===== config.mk =====
export PLATFORM = sky130hd
export DESIGN_NAME = iseb_top
export DESIGN_NICKNAME = d
export VERILOG_FILES = /design/src/hw/iseb_pkg.sv /design/src/hw/iseb_set_bank.sv /design/src/hw/iseb_top.sv
export SDC_FILE = /design/constraint.sdc
export NUM_CORES = 1
export LEC_CHECK = 0
export BUFFER_PORTS_ARGS = -buffer_cell sky130_fd_sc_hd__buf_4
export CORE_MARGIN = 1.5
export CORE_UTILIZATION = 46
export CTS_CLUSTER_DIAMETER = 40
export DETAILED_ROUTE_END_ITERATION = 6
export HOLD_SLACK_MARGIN = 0.05
export PLACE_DENSITY = 0.86
export REMOVE_ABC_BUFFERS = 1
export SLEW_MARGIN = 20
export SYNTH_ARGS = -nofsm -noshare
export SYNTH_HDL_FRONTEND = slang
export SYNTH_SLANG_ARGS = --single-unit

===== constraint.sdc =====
create_clock -name i_core_clk -period 8.4 [get_ports i_core_clk]
set_clock_uncertainty 0.05 [all_clocks]
set_input_delay 2.52 -clock i_core_clk [delete_from_list [all_inputs] [get_ports i_core_clk]]
set_output_delay 2.52 -clock i_core_clk [all_outputs]
set_load 0.05 [all_outputs]

===== src/hw/iseb_pkg.sv =====
package iseb_pkg;
   // ----------------------------------------------------------------
   // Register map
   // ----------------------------------------------------------------
   localparam int ISEB_DATA_W = 32;
   localparam int ISEB_ADDR_W = 12;
   localparam logic [ISEB_ADDR_W-1:0] ISEB_OFS_SET_LOW = 12'h000;
   localparam logic [ISEB_ADDR_W-1:0] ISEB_OFS_SET_HIGH = 12'h004;
   localparam logic [ISEB_ADDR_W-1:0] ISEB_OFS_STATUS = 12'h008;
   localparam logic [ISEB_DATA_W-1:0] ISEB_ENABLE_RESET = 32'h0000_0000;
   localparam logic [ISEB_DATA_W-1:0] ISEB_READ_ZERO = 32'h0000_0000;
   localparam int ISEB_NUM_BANKS = 2;
   localparam int ISEB_SRC_W = ISEB_DATA_W * ISEB_NUM_BANKS;
   localparam int ISEB_LANE_W = 8;

   // ----------------------------------------------------------------
   // Bus carriers
   // ----------------------------------------------------------------
   typedef struct packed {
      logic psel;
      logic penable;
      logic pwrite;
      logic [ISEB_ADDR_W-1:0] paddr;
      logic [ISEB_DATA_W-1:0] pwdata;
      logic [3:0] pstrb;
   } iseb_apb_req_t;

   typedef struct packed {
      logic pready;
      logic pslverr;
      logic [ISEB_DATA_W-1:0] prdata;
   } iseb_apb_rsp_t;

   typedef enum logic [1:0] {
      ISEB_SEL_NONE,
      ISEB_SEL_LOW,
      ISEB_SEL_HIGH,
      ISEB_SEL_STATUS
   } iseb_sel_t;
endpackage


===== src/hw/iseb_set_bank.sv =====
`timescale 1ns/1ns
module iseb_set_bank
   import iseb_pkg::*;
#(
   parameter int WIDTH = ISEB_DATA_W
) (
   input wire logic i_core_clk,
   input wire logic i_sys_rst,
   input wire logic i_wr_en,
   input wire logic [WIDTH-1:0] i_wr_bits,
   output logic [WIDTH-1:0] o_enable
);
   logic [WIDTH-1:0] enable_q;
   logic [WIDTH-1:0] enable_d;

   // ----------------------------------------------------------------
   // Set-only storage
   // ----------------------------------------------------------------
   // OR in ones only.
   always_comb begin
      enable_d = enable_q;
      if (i_wr_en) begin
         enable_d = enable_q | i_wr_bits;
      end
   end

   always_ff @(posedge i_core_clk or posedge i_sys_rst) begin
      if (i_sys_rst) begin
         enable_q <= WIDTH'(ISEB_ENABLE_RESET);
      end else begin
         enable_q <= enable_d;
      end
   end

   assign o_enable = enable_q;
endmodule


===== src/hw/iseb_top.sv =====
`timescale 1ns/1ns
module iseb_top
   import iseb_pkg::*;
(
   input wire logic i_core_clk,
   input wire logic i_sys_rst,
   input wire logic i_psel,
   input wire logic i_penable,
   input wire logic i_pwrite,
   input wire logic [ISEB_ADDR_W-1:0] i_paddr,
   input wire logic [ISEB_DATA_W-1:0] i_pwdata,
   input wire logic [3:0] i_pstrb,
   output logic o_pready,
   output logic o_pslverr,
   output logic [ISEB_DATA_W-1:0] o_prdata,
   input wire logic [ISEB_SRC_W-1:0] i_irq_req,
   output logic [ISEB_SRC_W-1:0] o_irq_fwd,
   output logic [ISEB_SRC_W-1:0] o_irq_enable
);
   iseb_apb_req_t req;
   iseb_apb_rsp_t rsp;
   iseb_sel_t sel;
   logic access;
   logic [ISEB_DATA_W-1:0] strb_mask;
   logic [ISEB_NUM_BANKS-1:0] bank_wr;
   logic [ISEB_SRC_W-1:0] enable_all;
   logic [ISEB_DATA_W-1:0] prdata_q;
   logic [ISEB_DATA_W-1:0] prdata_d;
   logic [ISEB_SRC_W-1:0] fwd_q;
   logic [ISEB_SRC_W-1:0] fwd_d;
   logic setup_rd;
   logic access_wr;
   logic addr_bad;
   logic write_bad;
   logic [ISEB_DATA_W-1:0] wr_bits;
   logic [ISEB_DATA_W-1:0] bank_word [ISEB_NUM_BANKS];
   logic [ISEB_DATA_W-1:0] status_word;
   logic [ISEB_DATA_W-1:0] read_word;

   // ----------------------------------------------------------------
   // Local constants
   // ----------------------------------------------------------------
   // Strobe lanes follow from the data width, but pstrb stays 4 bits wide, so a wider bus also needs a wider strobe.
   localparam int LANES = ISEB_DATA_W / ISEB_LANE_W;
   localparam int BANK_LOW = 0;
   localparam int BANK_HIGH = 1;

   // ----------------------------------------------------------------
   // Address decode
   // ----------------------------------------------------------------
   function automatic iseb_sel_t decode(input logic [ISEB_ADDR_W-1:0] addr);
      iseb_sel_t s;
      s = ISEB_SEL_NONE;
      if (addr == ISEB_OFS_SET_LOW) begin
         s = ISEB_SEL_LOW;
      end else if (addr == ISEB_OFS_SET_HIGH) begin
         s = ISEB_SEL_HIGH;
      end else if (addr == ISEB_OFS_STATUS) begin
         s = ISEB_SEL_STATUS;
      end
      return s;
   endfunction

   // Only the two set-enable offsets take a write; the status word is read only.
   function automatic logic writable(input iseb_sel_t s);
      logic ok;
      ok = 1'h0;
      if (s == ISEB_SEL_LOW) begin
         ok = 1'h1;
      end else if (s == ISEB_SEL_HIGH) begin
         ok = 1'h1;
      end
      return ok;
   endfunction

   function automatic logic mapped(input iseb_sel_t s);
      return s != ISEB_SEL_NONE;
   endfunction

   function automatic iseb_sel_t bank_sel(input int bank);
      iseb_sel_t s;
      s = ISEB_SEL_LOW;
      if (bank == BANK_HIGH) begin
         s = ISEB_SEL_HIGH;
      end
      return s;
   endfunction

   function automatic logic [ISEB_DATA_W-1:0] pick_word(
      input iseb_sel_t s,
      input logic [ISEB_DATA_W-1:0] low,
      input logic [ISEB_DATA_W-1:0] high,
      input logic [ISEB_DATA_W-1:0] status
   );
      logic [ISEB_DATA_W-1:0] w;
      w = ISEB_READ_ZERO;
      if (s == ISEB_SEL_LOW) begin
         w = low;
      end else if (s == ISEB_SEL_HIGH) begin
         w = high;
      end else if (s == ISEB_SEL_STATUS) begin
         w = status;
      end
      return w;
   endfunction

   // ----------------------------------------------------------------
   // Bus carriers
   // ----------------------------------------------------------------
   always_comb begin
      req.psel = i_psel;
      req.penable = i_penable;
      req.pwrite = i_pwrite;
      req.paddr = i_paddr;
      req.pwdata = i_pwdata;
      req.pstrb = i_pstrb;
   end

   // ----------------------------------------------------------------
   // Phase qualifiers
   // ----------------------------------------------------------------
   assign sel = decode(req.paddr);
   assign access = req.psel & req.penable;
   assign setup_rd = req.psel & ~req.penable & ~req.pwrite;
   assign access_wr = access & req.pwrite;
   assign addr_bad = ~mapped(sel);
   assign write_bad = req.pwrite & ~writable(sel);

   // ----------------------------------------------------------------
   // Write path
   // ----------------------------------------------------------------
   // Byte strobes widen to a bit mask so that a partial write sets nothing in the untouched lanes.
   genvar lane;
   generate
      for (lane = 0; lane < LANES; lane++) begin : g_lane
         assign strb_mask[lane*ISEB_LANE_W +: ISEB_LANE_W] = {ISEB_LANE_W{req.pstrb[lane]}};
      end
   endgenerate

   assign wr_bits = req.pwdata & strb_mask;

   // ----------------------------------------------------------------
   // Enable banks
   // ----------------------------------------------------------------
   genvar g;
   generate
      for (g = 0; g < ISEB_NUM_BANKS; g++) begin : g_bank
         // Bank g covers sources 32*g upward.
         assign bank_wr[g] = access_wr & (sel == bank_sel(g));
         assign bank_word[g] = enable_all[g*ISEB_DATA_W +: ISEB_DATA_W];
         iseb_set_bank #(
            .WIDTH(ISEB_DATA_W)
         ) u_bank (
            .i_core_clk(i_core_clk),
            .i_sys_rst(i_sys_rst),
            .i_wr_en(bank_wr[g]),
            .i_wr_bits(wr_bits),
            .o_enable(enable_all[g*ISEB_DATA_W +: ISEB_DATA_W])
         );
      end
   endgenerate

   // ----------------------------------------------------------------
   // Status view
   // ----------------------------------------------------------------
   // Folding the banks lets software poll one offset for any enabled source, at the cost of not knowing which.
   always_comb begin
      status_word = ISEB_READ_ZERO;
      for (int k = 0; k < ISEB_NUM_BANKS; k++) begin
         status_word = status_word | bank_word[k];
      end
   end

   // ----------------------------------------------------------------
   // Read data
   // ----------------------------------------------------------------
   // Read data is registered in the setup cycle so the access phase answers at once with no wait state.
   assign read_word = pick_word(sel, bank_word[BANK_LOW], bank_word[BANK_HIGH], status_word);

   always_comb begin
      prdata_d = prdata_q;
      if (setup_rd) begin
         prdata_d = read_word;
      end
   end

   always_ff @(posedge i_core_clk or posedge i_sys_rst) begin
      if (i_sys_rst) begin
         prdata_q <= ISEB_READ_ZERO;
      end else begin
         prdata_q <= prdata_d;
      end
   end

   // ----------------------------------------------------------------
   // Response
   // ----------------------------------------------------------------
   // Every access completes in its first cycle, so this block never stalls the bus.
   always_comb begin
      rsp.pready = 1'h1;
      rsp.pslverr = access & (addr_bad | write_bad);
      rsp.prdata = prdata_q;
   end

   assign o_pready = rsp.pready;
   assign o_pslverr = rsp.pslverr;
   assign o_prdata = rsp.prdata;

   // ----------------------------------------------------------------
   // Request gating
   // ----------------------------------------------------------------
   // Forward enabled requests.
   always_comb begin
      fwd_d = i_irq_req & enable_all;
   end

   always_ff @(posedge i_core_clk or posedge i_sys_rst) begin
      if (i_sys_rst) begin
         fwd_q <= '0;
      end else begin
         fwd_q <= fwd_d;
      end
   end

   // ----------------------------------------------------------------
   // Outputs
   // ----------------------------------------------------------------
   assign o_irq_fwd = fwd_q;
   assign o_irq_enable = enable_all;
endmodule


Yosys cells after proc, flatten, opt, wreduce, memory -nomap -nowiden

Index checks and enable logic that the tools add are counted.

Equality and inequality tests: 5
Mux-type cells: 8
Bitwise logic cells: 18
Reductions and logical operators: 2

Operators with widths:

| kind                  | number |
|---|---|
| $mux W32              | 3 |
| $or A32 B32 Y32       | 3 |
| $and A64 B64 Y64      | 1 |
| $and A32 B32 Y32      | 1 |
| $eq A12 B3 Y1 const B | 1 |
| $eq A12 B4 Y1 const B | 1 |
| $logic_not A12 Y1     | 1 |
| $and A1 B1 Y1         | 8 |
| $mux W2               | 3 |
| $eq A2 B2 Y1 const B  | 2 |
| $not A1 Y1            | 4 |
| $eq A2 B1 Y1 const B  | 1 |
| $mux W1               | 2 |
| $reduce_bool A2 Y1    | 1 |
| $or A1 B1 Y1          | 1 |

Flip-flop bits (word level): 160
Output and inout port bits: 162
Logic and storage cells: 37

Depth between registers and ports, before layout

Depth in word-level cells: 11
Mapped depth: 10
Gate-level depth less buffers: 8

By module

From an unflattened synthesis, not the netlist that was laid out.

Cell total of the unflattened synthesis: 503
Area, all modules: 6319.8 um^2

Modules (own cells, without submodules):

| module        | instances | cells an instance | area each (um^2) |
|---|---|---|---|
| iseb_top      | 1         | 367               | 4157.7 |
| iseb_set_bank | 2         | 68                | 1081.0 |

Least setup slack after synthesis

Ideal clock, no wire load.

Kind: in2out
Start: input port i_paddr[5]
End: output port o_pslverr
Data arrival time: 4.188 ns
Required time: 5.830 ns
Slack: 1.642 ns
Stages on the path: 6
Path buffers: 0
Cells stage by stage: nor4_2 -> nand3_1 -> or2_2 -> ha_1 -> a21oi_1 -> nor2_1

Cells in the longest elaborated chain, start to end: 11
Elaborated cells on any way between the ends: 16
Classes of those cells: 4 x eq/ne; 5 x mux; 5 x bitwise; 2 x reduce/logical

RTL lines:

| element           | RTL line        | text |
|---|---|---|
| from (decl)       | iseb_top.sv:10  | `input wire logic [ISEB_ADDR_W-1:0] i_paddr,` |
| $eq A12 B4 Y1     | iseb_top.sv:58  | `end else if (addr == ISEB_OFS_STATUS) begin` |
| $mux W2           | iseb_top.sv:58  |  |
| $mux W2           | iseb_top.sv:56  | `end else if (addr == ISEB_OFS_SET_HIGH) begin` |
| $mux W2 (*)       | iseb_top.sv:54  | `if (addr == ISEB_OFS_SET_LOW) begin` |
| $eq A2 B2 Y1      | iseb_top.sv:70  | `end else if (s == ISEB_SEL_HIGH) begin` |
| $mux W1           | iseb_top.sv:70  |  |
| $mux W1           | iseb_top.sv:68  | `if (s == ISEB_SEL_LOW) begin` |
| $not A1 Y1        | iseb_top.sv:127 | `assign write_bad = req.pwrite & ~writable(sel);` |
| $and A1 B1 Y1     | iseb_top.sv:127 |  |
| $or A1 B1 Y1 (*)  | iseb_top.sv:201 | `rsp.pslverr = access & (addr_bad \| write_bad);` |
| $and A1 B1 Y1 (*) | iseb_top.sv:201 |  |
| to (decl)         | iseb_top.sv:14  | `output logic o_pslverr,` |

Every way passes the cells marked *; elsewhere a longest branch is shown, timed or not.

Final worst setup path

Ends and elaborated chain as after synthesis.

==> impl_metrics.yaml <==
grt:
  first_global_vias: 4835
  grt_max_degree: 99
  antenna_found_initial: 0
  grt_use_total: 0.2436
  grt_overflow: 0
  grt_pass1_wl_um: 24950
logic_synthesis:
  yosys.area.top_type_share: 0.6676
  synth_ff_type: "dfrtp_1"
  syn_avg_cell_area_um2: 13.45
  netlist_top_cells_count: "160 x dfrtp_1, 64 x and2_1, 62 x a31o_2, 21 x nand2_1, 20 x a21oi_1"
  seq_area_frac_synth: 0.6676
  async_flop_share: 1.000
  ys_types: 28
  ys_ff_latch: 160
  synth_edf_count: 0
  synth_area_leader_cell: "dfrtp_1"
  synth_area_leaders: "dfrtp_1 67%, a31o_2 9.1%, and2_1 6.7%"
  ys.warnings.count: 0
  synth_area_um2: 5997
  synth.most_common_cell: "dfrtp_1"
  synthCells: 446
placement:
  dpl.hpwl_um: 11530
  gp_congestion: 0.7450
  place_ws_ns: 1.711
  port_buffers: 277
sta:
  rsz0062_at_grt: "no"
  setup_violations: 0
  slew_headroom: 0.3586
  finalMaxSlewViolations: 0
  tightest_slew_ns: 0.9622
  finalCritPeriodShare: 0.7950
  hold_viol: 0
  setup_tns_ns: 0
  fin_ws_ns: 1.722
  min_period_ns: 6.678
  max_clock_freq_ghz: 0.1497
  holdWs_ns: 0.4666
clock_tree:
  cts_tree: "done"
  htree_levels: 4
  clk_path_buf_depth: 2
  post-cts-setup-buffer-count: 0
  cts_root_buffer: "clkbuf_16"
  cts_resized: 0
  cts_made_buffers: 17
  postCtsHoldBufs: 0
  clk_latency_ns: 0.42
  clk_pin_slew_ns: 0.06
  cts.sinks: 160
route:
  highest_layer: "met4"
  drc: 0
  dr_wl_met3_um: 1180
  via_count: 4809
  drt_wl_total_um: 16770
  wl_met1_um: 6479
  ant_nets: 0
  drt_pass1_iterations: 4
  viasPerCell: 5.320
  drt-initial-drc-count: 336
  wl_met2_um: 8782
  wire_per_inst_um: 18.55
setup_path:
  path_common_cell: "buf_4"
  slowest_delay_ns: 0.36
  worstSetupStartpointType: "primary input"
  crit_type: "in2out"
  cp_cell_sequence: "buf_4, nor4_2, nand3_1, or2_2, ha_1, a21oi_1, nor2_1, buf_4"
  r2r_end: "o_prdata[28]"
  crit_fanout: 3
  critPathSlowestCell: "nor4_2"
  cp.arrival_ns: 4.11
  rr_worst_depth: 3
  r2r_start: "g_bank[0].u_bank.o_enable[28]"
  cp-end-kind: "primary output"
  r2r_setup_slack_ns: 7.27
  worstPathRequired_ns: 5.83
pwr:
  seqPwrFrac: 0.467
  pwr-share-clk: 0.484
  p_sw_uw: 341.7
  power_uw: 1651
  combinationalPowerShare: 0.049
  switching_share: 0.2070
  intPower_uw: 1309
  p_per_area_nw_per_um2: 186.8
  leakage_uw: 0.004744
  irDropWorstVdd_mv: 0.09054
floorplan:
  rows: 41
  die_w_um: 117.2
  io_pins: 279
  dieArea_um2: 13730
  core_um2: 12670
  fp.dieH_um: 117.2
  start_util: 0.4733
status:
  status: "finished clean"
run:
  cap_violations: 0
worst_hold_path:
  holdPathEnd: "g_bank[0].u_bank.o_enable[3]"
  hold_path.class: "reg2reg"
  worstHoldStart: "g_bank[0].u_bank.o_enable[3]"
  whs_path_depth: 1
layout:
  area_growth_syn_to_layout_pct: 47.42
  drive_above_1_share: 0.5478
  layout.nets: 839
  antennaDiodeCount: 0
  finish.utilization: 0.6977
## placed cells by master, fill, tap and decap left out
master,instances
nor2b_1,14
nor3b_4,1
conb_1,1
a21boi_1,1
clkbuf_16,17
clkinvlp_4,2
nand4_1,1
xor2_1,1
nand2_1,21
buf_6,1
nand3_1,2
o211a_2,1
nor4_2,2
clkbuf_8,4
dfrtp_1,160
clkinv_2,3
and2_1,64
a31o_1,2
a221o_1,13
inv_6,2
a31o_2,62
a31oi_1,19
clkbuf_1,2
and3_1,1
inv_1,3
ha_1,3
nor2_1,3
buf_4,281
mux2_2,19
nor2_4,2
a21oi_1,20
or2_2,1
bufinv_16,3
## worst max-delay path: cells and delay by family
family / cells / cell delay (ns)
and+or+nand+nor: 4 / 0.88
adders and majority gates: 1 / 0.28
AOI/OAI and AO/OA: 1 / 0.13
buffers and inverters: 2 / 0.29
## worst max path at each step
stage / slack [ns] / end / cells after the start / start
6_report: 1.72 / o_pslverr / 8 / i_paddr[5]
5_1_grt: 1.59 / o_pslverr / 8 / i_paddr[9]
4_1_cts: 1.71 / o_pslverr / 8 / i_paddr[9]
3_5_place_dp: 1.71 / o_pslverr / 8 / i_paddr[5]
3_3_place_gp: 1.73 / o_pslverr / 8 / i_paddr[5]
2_1_floorplan: 1.51 / g_bank[0].u_bank.o_enable[0] / 1 / i_sys_rst
## logic make-up (layout without fill, tap and decap cells)
| group | after synthesis | count (layout) | share of synthesized area |
|---|---|---|---|
| buf+inv | 32 | 318 | 0.02399 |
| fa+ha+maj | 3 | 3 | 0.006260 |
| other cells | 1 | 1 | 0.0006253 |
| xor+xnor | 1 | 1 | 0.001461 |
| flops | 160 | 160 | 0.6676 |
| compound gates | 118 | 118 | 0.1546 |
| mux | 19 | 19 | 0.03568 |
| simple gates | 112 | 112 | 0.1097 |
## per-stage QoR
stage,area [um2],std cells
6_report,8841,904
5_1_grt,8841,904
4_1_cts,8830,903
3_5_place_dp,8213,871
3_3_place_gp,8213,871
2_1_floorplan,5868,418
## area by class of cell
class	instances	area, um2
clock buffers	23	488.0
clock inverters	9	128.9
fillers	885	3830
inverters	4	20.02
multi-input cells	254	1864
flip-flops and latches	160	4004
well taps	172	215.2
repair buffers	282	2121
## power by group through the flow
stage | combinational (uW) | sequential [uW] | clock (uW)
3_5_place_dp | 80.7 | 786 | 0
4_1_cts | 81.3 | 772 | 810
5_1_grt | 87.5 | 771 | 840
3_3_place_gp | 78.1 | 786 | 0
6_report | 80.7 | 772 | 799
2_1_floorplan | 20.1 | 788 | 0
## sequential cells by signal, indices dropped and copies added, names as in the netlist
signal	flops
g_bank.u_bank.o_enable	64
o_irq_fwd	64
o_prdata	32
## routing by layer
| metal | global-route usage | vias up |
|---|---|---|
| li1 | - | 2145 |
| met3 | 0.06952 | 30 |
| met2 | 0.4260 | 223 |
| met4 | 0.08755 | 0 |
| met1 | 0.2872 | 2411 |
| met5 | 0 | - |
No activity file was read; power rests on OpenSTA's default activity.
